$ cat src/rtl/rsp_pkg.sv
// package: register map, policy codes and timing constants for the reset and stop policy block
package rsp_pkg;
  // register byte offsets
  localparam logic [3:0] RSP_OFS_POLICY = 4'h0;
  localparam logic [3:0] RSP_OFS_CTRL = 4'h4;
  localparam logic [3:0] RSP_OFS_STATUS = 4'h8;
  // value after reset of the policy setting
  localparam logic [7:0] RSP_POLICY_RESET = 8'h0e;
  // control register bit positions
  localparam int RSP_CTRL_UGRS_LO = 0;
  localparam int RSP_CTRL_WPS_LO = 8;
  localparam int RSP_CTRL_CLR_BIT = 16;
  // status register bit positions
  localparam int RSP_ST_SHUTOFF = 0;
  localparam int RSP_ST_ALARM = 1;
  localparam int RSP_ST_PSTOP = 2;
  localparam int RSP_ST_DECEL = 3;
  localparam int RSP_ST_RSTACC = 4;
  localparam int RSP_ST_CONN = 5;
  localparam int RSP_ST_REJ = 6;
  // clock and disconnect timing
  localparam int RSP_CLK_HZ = 100_000_000;
  localparam int RSP_DISC_MS = 1000;
  localparam int RSP_DISC_CYCLES = (RSP_CLK_HZ / 1000) * RSP_DISC_MS;
  // operation modes
  typedef enum logic [1:0] {RSP_MODE_PANEL, RSP_MODE_EXT, RSP_MODE_NET} rsp_mode_t;
  // axi response codes
  localparam logic [1:0] RSP_RESP_OKAY = 2'h0;
  localparam logic [1:0] RSP_RESP_SLVERR = 2'h2;
endpackage : rsp_pkg

$ cat src/rtl/rsp_sync.sv
// two flip-flop synchroniser for a single asynchronous level
`timescale 1ns/100ps
`default_nettype none
module rsp_sync (
  // clock and reset
  input wire logic aclk,
  input wire logic aresetn,
  // asynchronous level in, synchronous level out
  input wire logic d,
  output logic q
);
  import rsp_pkg::*;
  logic meta_reg; // first stage, read only by q
  // two stage shift
  always_ff @(posedge aclk) begin
    if (!aresetn) begin
      meta_reg <= 1'b0;
      q <= 1'b0;
    end else begin
      meta_reg <= d;
      q <= meta_reg;
    end
  end
endmodule : rsp_sync
`default_nettype wire

$ cat src/rtl/rsp_top.sv
// reset acceptance, operator unit loss and panel stop policy with axi4-lite registers
//
// What this block does
// - policy resets to 14; only 0-3, 14-17
// - odd policy codes: reset only while tripped
// - policies 2,3,16,17: unit loss shuts output
// - policies 0-3: stop key only panel mode
// - policies 14-17: stop key in every mode
// - policy writable while running despite protect
// - parameter clear leaves policy untouched
// - policy writable only when group select zero
// - unit lost over 1s raises alarm stop under policies 2,3,16,17
// - accepted reset clears accumulators, shuts output only while running
// - unit absent since power-on is no alarm
// - stop key halt holds panel stop state for policies 14-17
//
// The implementer's own choices: register access over AXI4-Lite and the placing of the registers.
`timescale 1ns/100ps
`default_nettype none
module rsp_top #(
  parameter int DISC_CYCLES = rsp_pkg::RSP_DISC_CYCLES
) (
  // clock and reset
  input wire logic aclk,
  input wire logic aresetn,
  // axi4-lite write address
  input wire logic [3:0] s_axi_awaddr,
  input wire logic s_axi_awvalid,
  output logic s_axi_awready,
  // axi4-lite write data
  input wire logic [31:0] s_axi_wdata,
  input wire logic [3:0] s_axi_wstrb,
  input wire logic s_axi_wvalid,
  output logic s_axi_wready,
  // axi4-lite write response
  output logic [1:0] s_axi_bresp,
  output logic s_axi_bvalid,
  input wire logic s_axi_bready,
  // axi4-lite read address
  input wire logic [3:0] s_axi_araddr,
  input wire logic s_axi_arvalid,
  output logic s_axi_arready,
  // axi4-lite read data
  output logic [31:0] s_axi_rdata,
  output logic [1:0] s_axi_rresp,
  output logic s_axi_rvalid,
  input wire logic s_axi_rready,
  // operator unit and reset pins (asynchronous)
  input wire logic unit_connected,
  input wire logic unit_stop_key,
  input wire logic panel_stop_reset,
  input wire logic external_reset_input,
  // drive state from the same clock domain
  input wire logic comm_reset_req,
  input wire logic trip_active,
  input wire logic motor_running,
  input wire rsp_pkg::rsp_mode_t op_mode,
  // policy outputs
  output logic output_shutoff,
  output logic unit_disconnect_alarm,
  output logic panel_stop_state,
  output logic decel_stop,
  output logic reset_accepted,
  output logic clear_accumulators
);
  import rsp_pkg::*;

  ////////////////////////////////////////////////////////////////////////////
  // decoding helpers
  // legal policy codes
  function automatic logic pol_legal(input logic [7:0] v);
    return (v <= 8'h03) || (v >= 8'h0e && v <= 8'h11);
  endfunction : pol_legal
  // policy restricts reset to trip
  function automatic logic pol_trip_only(input logic [7:0] v);
    return v[0];
  endfunction : pol_trip_only
  // policy shuts output on unit loss (2,3 have bit1; 16,17 have bit4)
  function automatic logic pol_loss_off(input logic [7:0] v);
    return (v <= 8'h03) ? v[1] : v[4];
  endfunction : pol_loss_off

  ////////////////////////////////////////////////////////////////////////////
  // pin synchronisers
  logic conn_s, key_s, psr_s, ext_s; // synchronised pins
  rsp_sync u_conn (.aclk(aclk), .aresetn(aresetn), .d(unit_connected), .q(conn_s));
  rsp_sync u_key (.aclk(aclk), .aresetn(aresetn), .d(unit_stop_key), .q(key_s));
  rsp_sync u_psr (.aclk(aclk), .aresetn(aresetn), .d(panel_stop_reset), .q(psr_s));
  rsp_sync u_ext (.aclk(aclk), .aresetn(aresetn), .d(external_reset_input), .q(ext_s));

  ////////////////////////////////////////////////////////////////////////////
  // registers
  logic [7:0] policy_reg; // stored policy setting
  logic [7:0] group_sel_reg; // user group read select
  logic [7:0] wprot_reg; // write protect select, not applied to policy
  logic reject_reg; // last policy write rejected (sticky until good write)
  logic key_d_reg, ext_d_reg; // edge detect history
  logic seen_conn_reg; // unit seen since power-on
  logic [31:0] disc_cnt_reg; // disconnect duration counter

  // write channel state
  logic aw_hold_reg, w_hold_reg;
  logic [3:0] aw_addr_reg;
  logic [31:0] w_data_reg;
  logic [3:0] w_strb_reg;
  logic do_write;
  assign do_write = aw_hold_reg && w_hold_reg && !s_axi_bvalid;

  // accept address and data independently, one write outstanding
  always_ff @(posedge aclk) begin
    if (!aresetn) begin
      aw_hold_reg <= 1'b0;
      w_hold_reg <= 1'b0;
      aw_addr_reg <= 4'h0;
      w_data_reg <= 32'h0000_0000;
      w_strb_reg <= 4'h0;
      s_axi_awready <= 1'b0;
      s_axi_wready <= 1'b0;
    end else begin
      s_axi_awready <= !aw_hold_reg && !s_axi_awready && !s_axi_bvalid;
      s_axi_wready <= !w_hold_reg && !s_axi_wready && !s_axi_bvalid;
      if (s_axi_awvalid && s_axi_awready) begin
        aw_hold_reg <= 1'b1;
        aw_addr_reg <= s_axi_awaddr;
        s_axi_awready <= 1'b0;
      end else if (do_write) begin
        aw_hold_reg <= 1'b0;
      end
      if (s_axi_wvalid && s_axi_wready) begin
        w_hold_reg <= 1'b1;
        w_data_reg <= s_axi_wdata;
        w_strb_reg <= s_axi_wstrb;
        s_axi_wready <= 1'b0;
      end else if (do_write) begin
        w_hold_reg <= 1'b0;
      end
    end
  end

  // write response: slverr for any offset other than policy and control
  always_ff @(posedge aclk) begin
    if (!aresetn) begin
      s_axi_bvalid <= 1'b0;
      s_axi_bresp <= RSP_RESP_OKAY;
    end else if (do_write) begin
      s_axi_bvalid <= 1'b1;
      s_axi_bresp <= (aw_addr_reg == RSP_OFS_POLICY || aw_addr_reg == RSP_OFS_CTRL) ?
                     RSP_RESP_OKAY : RSP_RESP_SLVERR;
    end else if (s_axi_bready) begin
      s_axi_bvalid <= 1'b0;
    end
  end

  // policy register: legal codes only, group select zero, ignores protect and clear
  always_ff @(posedge aclk) begin
    if (!aresetn) begin
      policy_reg <= RSP_POLICY_RESET;
      reject_reg <= 1'b0;
    end else if (do_write && aw_addr_reg == RSP_OFS_POLICY && w_strb_reg[0]) begin
      if (pol_legal(w_data_reg[7:0]) && group_sel_reg == 8'h00) begin
        policy_reg <= w_data_reg[7:0];
        reject_reg <= 1'b0;
      end else begin
        reject_reg <= 1'b1;
      end
    end
  end

  // control register: group select and protect select; clear bit is not stored
  always_ff @(posedge aclk) begin
    if (!aresetn) begin
      group_sel_reg <= 8'h00;
      wprot_reg <= 8'h00;
    end else if (do_write && aw_addr_reg == RSP_OFS_CTRL) begin
      if (w_strb_reg[0]) begin
        group_sel_reg <= w_data_reg[RSP_CTRL_UGRS_LO +: 8];
      end
      if (w_strb_reg[1]) begin
        wprot_reg <= w_data_reg[RSP_CTRL_WPS_LO +: 8];
      end
      // a parameter clear command has no effect on the policy setting
    end
  end

  // read channel
  logic [31:0] status_word;
  assign status_word = {25'h000_0000, reject_reg, conn_s, reset_accepted, decel_stop,
                        panel_stop_state, unit_disconnect_alarm, output_shutoff};
  always_ff @(posedge aclk) begin
    if (!aresetn) begin
      s_axi_arready <= 1'b0;
      s_axi_rvalid <= 1'b0;
      s_axi_rdata <= 32'h0000_0000;
      s_axi_rresp <= RSP_RESP_OKAY;
    end else begin
      s_axi_arready <= !s_axi_arready && !s_axi_rvalid;
      if (s_axi_arvalid && s_axi_arready) begin
        s_axi_arready <= 1'b0;
        s_axi_rvalid <= 1'b1;
        s_axi_rresp <= RSP_RESP_OKAY;
        unique case (s_axi_araddr)
          RSP_OFS_POLICY: s_axi_rdata <= {24'h00_0000, policy_reg};
          RSP_OFS_CTRL: s_axi_rdata <= {16'h0000, wprot_reg, group_sel_reg};
          RSP_OFS_STATUS: s_axi_rdata <= status_word;
          default: begin
            s_axi_rdata <= 32'h0000_0000;
            s_axi_rresp <= RSP_RESP_SLVERR;
          end
        endcase
      end else if (s_axi_rvalid && s_axi_rready) begin
        s_axi_rvalid <= 1'b0;
      end
    end
  end

  ////////////////////////////////////////////////////////////////////////////
  // reset acceptance
  logic reset_req, reset_ok;
  assign reset_req = (ext_s && !ext_d_reg) || comm_reset_req;
  assign reset_ok = reset_req && (!pol_trip_only(policy_reg) || trip_active);

  // edge history
  always_ff @(posedge aclk) begin
    if (!aresetn) begin
      key_d_reg <= 1'b0;
      ext_d_reg <= 1'b0;
    end else begin
      key_d_reg <= key_s;
      ext_d_reg <= ext_s;
    end
  end

  // accepted reset and accumulator clear pulses
  always_ff @(posedge aclk) begin
    if (!aresetn) begin
      reset_accepted <= 1'b0;
      clear_accumulators <= 1'b0;
    end else begin
      reset_accepted <= reset_ok;
      clear_accumulators <= reset_ok;
    end
  end

  ////////////////////////////////////////////////////////////////////////////
  // operator unit loss detection
  logic disc_timeout;
  assign disc_timeout = (disc_cnt_reg >= 32'(DISC_CYCLES));

  // remember whether the unit was ever present after power-on
  always_ff @(posedge aclk) begin
    if (!aresetn) begin
      seen_conn_reg <= 1'b0;
    end else if (conn_s) begin
      seen_conn_reg <= 1'b1;
    end
  end

  // count cycles of absence after it has been seen
  always_ff @(posedge aclk) begin
    if (!aresetn) begin
      disc_cnt_reg <= 32'h0000_0000;
    end else if (conn_s || !seen_conn_reg || !pol_loss_off(policy_reg)) begin
      disc_cnt_reg <= 32'h0000_0000;
    end else if (!disc_timeout) begin
      disc_cnt_reg <= disc_cnt_reg + 32'h0000_0001;
    end
  end

  // alarm latches until an accepted reset with the unit back; set wins
  always_ff @(posedge aclk) begin
    if (!aresetn) begin
      unit_disconnect_alarm <= 1'b0;
    end else if (disc_timeout && !conn_s) begin
      unit_disconnect_alarm <= 1'b1;
    end else if (reset_ok && conn_s) begin
      unit_disconnect_alarm <= 1'b0;
    end
  end

  // output shutoff: alarm stop, or reset accepted while running
  always_ff @(posedge aclk) begin
    if (!aresetn) begin
      output_shutoff <= 1'b0;
    end else if (disc_timeout && !conn_s) begin
      output_shutoff <= 1'b1;
    end else if (reset_ok && motor_running) begin
      output_shutoff <= 1'b1;
    end else if (!motor_running && !unit_disconnect_alarm) begin
      output_shutoff <= 1'b0;
    end
  end

  ////////////////////////////////////////////////////////////////////////////
  // panel stop key
  logic key_press, stop_valid;
  assign key_press = key_s && !key_d_reg && conn_s;
  assign stop_valid = key_press && ((policy_reg >= 8'h0e) ||
                      (op_mode == RSP_MODE_PANEL));

  // deceleration request held until the motor stops
  always_ff @(posedge aclk) begin
    if (!aresetn) begin
      decel_stop <= 1'b0;
    end else if (stop_valid) begin
      decel_stop <= 1'b1;
    end else if (!motor_running) begin
      decel_stop <= 1'b0;
    end
  end

  // panel stop state held until panel stop reset or accepted reset; set wins
  always_ff @(posedge aclk) begin
    if (!aresetn) begin
      panel_stop_state <= 1'b0;
    end else if (stop_valid && policy_reg >= 8'h0e) begin
      panel_stop_state <= 1'b1;
    end else if (psr_s || reset_ok) begin
      panel_stop_state <= 1'b0;
    end
  end
endmodule : rsp_top
`default_nettype wire

$ cat config.mk
export PLATFORM = sky130hd
export DESIGN_NAME = rsp_top
export DESIGN_NICKNAME = d
export VERILOG_FILES = /design/src/rtl/rsp_pkg.sv /design/src/rtl/rsp_sync.sv /design/src/rtl/rsp_top.sv
export SDC_FILE = /design/constraint.sdc
export NUM_CORES = 1
export LEC_CHECK = 0
export BUFFER_PORTS_ARGS = -buffer_cell sky130_fd_sc_hd__buf_2
export CAP_MARGIN = 10
export CORE_MARGIN = 3
export CORE_UTILIZATION = 45
export DETAILED_ROUTE_END_ITERATION = 8
export PLACE_DENSITY = 0.7
export SYNTH_ARGS = -nofsm -noshare
export SYNTH_HDL_FRONTEND = slang
export SYNTH_HIERARCHICAL = 1
export SYNTH_SLANG_ARGS = --single-unit
$ cat constraint.sdc
create_clock -name aclk -period 4.3 [get_ports aclk]
set_input_delay 0.86 -clock aclk [delete_from_list [all_inputs] [get_ports aclk]]
set_output_delay 0.86 -clock aclk [all_outputs]
set_load 0.02 [all_outputs]
==> impl_results.rst <==
.. list-table::
   :header-rows: 1

   * - Metric
     - Value
   * - Status
     - completed
   * - Initial Util
     - 46.6%
   * - Via count
     - around 4000
   * - Maximum level of the CTS H-tree
     - 4
   * - Worst path depth
     - 5
   * - PnR Total Power
     - 2.53 mW
   * - Top-area cell type share of the netlist area
     - around half
   * - Placed Cells
     - between 700 and 800
   * - DIE HEIGHT
     - 110 um
   * - Share of layout cells above drive strength 1
     - 16.7%
   * - Clk buf depth
     - 2
   * - Die W
     - between 100 and 150 um
   * - Row count
     - 37
   * - Setup crit start kind
     - flop
   * - Count of distinct cell types in the synthesized netlist
     - 50
   * - Worst slew margin
     - 25.0%
   * - Fraction of power consumed by combinational cells
     - 4.4%
   * - Number of buffers and inverters on the critical path
     - 0
   * - Fill count
     - around 970
   * - Most frequent cell after synthesis
     - sky130_fd_sc_hd__dfxtp_1
   * - Via count of the first global-routing pass
     - 3739
   * - Pleak
     - 2.26 nW
   * - Final Max Slew Viols
     - 0
   * - Class of the worst hold path
     - flop to flop
   * - Area of the die
     - 12000 sq um
   * - Crit path max-delay cell type
     - sky130_fd_sc_hd__or4_2
   * - Power per standard cell area
     - around 440 nW/um^2
   * - Average vias per placed instance
     - 5.32
   * - Post-Route Setup TNS
     - 0 ns
   * - Final weighted congestion in routability-driven placement
     - 0.809
   * - Final period utilization
     - between 50% and 60%
   * - Clock share of power
     - 50.1%
   * - Most instantiated flip-flop cell in the synthesis netlist
     - sky130_fd_sc_hd__dfxtp_1
   * - Data required time at the worst endpoint
     - 4.75 ns
   * - Final critical-path required period
     - 2.42 ns
   * - Final net count
     - 678
   * - Fraction of the core area covered by cells at the end of the flow
     - between 50 and 60%
   * - Relative area change from synthesis to final layout
     - 18.1%
   * - Sw Share
     - 21.7%
   * - Final cell count without fillers
     - 763
   * - Number of setup buffers added after CTS
     - 0
   * - Synth Register Bits
     - 120
   * - Total core area
     - 10400 sq um
   * - Pin count of the biggest net entering global routing
     - 71
   * - Initial antenna violation count
     - 0
   * - Max_cap viols
     - 0
   * - Overflow left after global routing
     - 0
   * - Clock latency on the worst-skew pair
     - 0.52 ns
   * - Crit path max fanout
     - 23
   * - Cells traversed along the worst timing path
     - nor4_1, a41oi_1, or2_2, or4_2, o21ai_0
   * - DRC viols
     - 0
   * - Commonest cells in the synthesized netlist
     - sky130_fd_sc_hd__dfxtp_1 (120), sky130_fd_sc_hd__nand2_1 (71), sky130_fd_sc_hd__a21oi_1 (52)
   * - Asr flop ratio synth
     - 0%
   * - RSZ-0062 raised after global routing
     - no
   * - Yosys warning total
     - 6
   * - Area taken by multi-input logic gates
     - 2200 sq um
   * - Internal Dissipation
     - 1.98 mW
   * - Final Skew
     - 0.00670 ns
   * - Crit path capture type
     - flop
   * - Post-route worst setup slack
     - 1.88 ns
   * - Fmax
     - 414 MHz
   * - Crit path arrival time
     - about 2.9 ns
   * - Top post-synthesis cells by area
     - sky130_fd_sc_hd__dfxtp_1 (50%), sky130_fd_sc_hd__mux2i_1 (5.8%), sky130_fd_sc_hd__nand2_1 (5.5%)
   * - Number of routed nets with antenna violations
     - 0
   * - Count of input and output buffers
     - 70
   * - TritonCTS clock tree
     - yes
   * - EDFF count, synth
     - 0
   * - Count of endpoints failing hold in the final timing report
     - 0
   * - Clk pin slew, worst setup/hold paths
     - 0.05 ns
   * - Reg2reg path depth
     - 5
   * - Number of flip-flops under the largest register name
     - 32
   * - Avg WL per Cell
     - 13.6 um
   * - VDD IR max
     - ~240 uV
   * - WS Path Type
     - flop to flop
   * - Largest delay contributor family on the critical path
     - simple AND/OR/NAND/NOR gates
   * - HPWL Detailed
     - around 7.2 mm
   * - Mapped cell area
     - 4840 sq um
   * - Buffer cell driving the clock tree root
     - sky130_fd_sc_hd__clkbuf_8
   * - Sequential area share after synthesis
     - around 50%
   * - Wire length of the first global-routing pass
     - 17.1 mm
   * - Worst hold path stage count
     - 1
   * - Count of pins on the block boundary
     - 107
   * - Total global routing track utilization
     - 18.3%
   * - Maximum single-stage delay on the critical path
     - about 0.7 ns
   * - Hold Buf Count CTS
     - 0
   * - Leading area contributor after synthesis
     - sky130_fd_sc_hd__dfxtp_1
   * - Number of instances in the synthesized netlist
     - 553
   * - Antenna cell count
     - 0
   * - DRT Wirelength
     - 10.3 mm
   * - Number of DRC violations after detailed-routing iteration 0
     - 239
   * - Flop pwr share
     - 45.4%
   * - Router iterations before antenna repair
     - 5
   * - Worst-margin pin slew
     - 1.12 ns
   * - Setup violations, final
     - 0
   * - Post-Place Setup Slack
     - 1.53 ns
   * - Mean Syn Cell Area
     - ~8.7 sq um
   * - Net switching power of the design
     - 550 uW
   * - Num CTS Buffers
     - 17
   * - Register area
     - around 2400 sq um
   * - Number of gates given a new drive strength after cts
     - 0
   * - Total number of clock tree sinks
     - 120
-- cells by family (layout without fill, tap and decap cells) --
kind of cell | Yosys count | after routing | share of synthesized area [%]
muxes | 28 | 28 | 5.80
buffers and inverters | 57 | 114 | 6.11
adders and majority gates | 2 | 2 | 0.517
AOI/OAI and AO/OA | 117 | 117 | 14.1
DFF | 120 | 120 | 49.7
and+or+nand+nor | 227 | 227 | 23.6
xor gates and xnor gates | 1 | 1 | 0.181
other | 1 | 18 | 0.0775
-- per-layer routing --
metal  wire, um  up-vias  global-route usage [%]
met2       5000      101                    28.0
met5          0        -                       0
met4        221        0                    8.99
met1       4590     1905                    23.4
met3        525       18                    5.34
li1           -     2034                       -
-- stage by stage --
step                area, sq um  hold WS, ns
global route               5710        0.450
floorplan                  4900        0.406
detailed placement         5180        0.417
CTS                        5710        0.430
global placement           5180        0.414
finish                     5710        0.428
-- power groups by stage --
stage	clock [mW]	sequential (mW)	combinational [mW]
after detailed placement	0	1.17	0.112
after global placement	0	1.17	0.111
after floorplan	0	1.18	0.0806
after CTS	1.30	1.15	0.113
final	1.27	1.15	0.112
after global routing	1.36	1.15	0.126
-- final cells by class --
| type | count | share of cell area, % |
|---|---|---|
| clock buffer | 20 | 7.45 |
| inverter | 13 | 0.854 |
| multi-input combinational | 393 | 38.5 |
| sequential | 120 | 42.0 |
| tap | 136 | 2.98 |
| clock inverter | 10 | 1.86 |
| timing repair buffer | 71 | 6.26 |
-- placed cells by master, fill, tap and decap left out, types with 2 or more instances in the layout --
cell,count
sky130_fd_sc_hd__dfxtp_1,120
sky130_fd_sc_hd__nand2_1,71
sky130_fd_sc_hd__buf_2,70
sky130_fd_sc_hd__a21oi_1,52
sky130_fd_sc_hd__nor2_1,48
sky130_fd_sc_hd__o21ai_0,30
sky130_fd_sc_hd__mux2i_1,28
sky130_fd_sc_hd__and2_1,19
sky130_fd_sc_hd__nand3_1,18
sky130_fd_sc_hd__conb_1,18
sky130_fd_sc_hd__clkbuf_16,16
sky130_fd_sc_hd__or3_1,15
sky130_fd_sc_hd__a22oi_1,15
sky130_fd_sc_hd__inv_1,12
sky130_fd_sc_hd__nor3_1,11
sky130_fd_sc_hd__nor4_1,7
sky130_fd_sc_hd__nand4_1,6
sky130_fd_sc_hd__or4_1,6
sky130_fd_sc_hd__clkinv_2,6
sky130_fd_sc_hd__nor3b_1,5
sky130_fd_sc_hd__o21a_1,5
sky130_fd_sc_hd__and3_1,4
sky130_fd_sc_hd__o31ai_1,4
sky130_fd_sc_hd__nand2b_1,3
sky130_fd_sc_hd__clkbuf_1,3
sky130_fd_sc_hd__nand3b_1,2
sky130_fd_sc_hd__nor2b_1,2
sky130_fd_sc_hd__o31a_1,2
sky130_fd_sc_hd__ha_1,2
sky130_fd_sc_hd__bufinv_16,2
-- path summary, 6_finish.rpt --
path,endpoint,slack [ns],start
max,disc_cnt_reg[14],1.88,policy_reg[4]
min,u_conn/q,0.43,u_conn/meta_reg
max reg2reg,disc_cnt_reg[14],1.88,policy_reg[4]
min reg2reg,u_conn/q,0.43,u_conn/meta_reg
(Power assumes the default switching activity.)
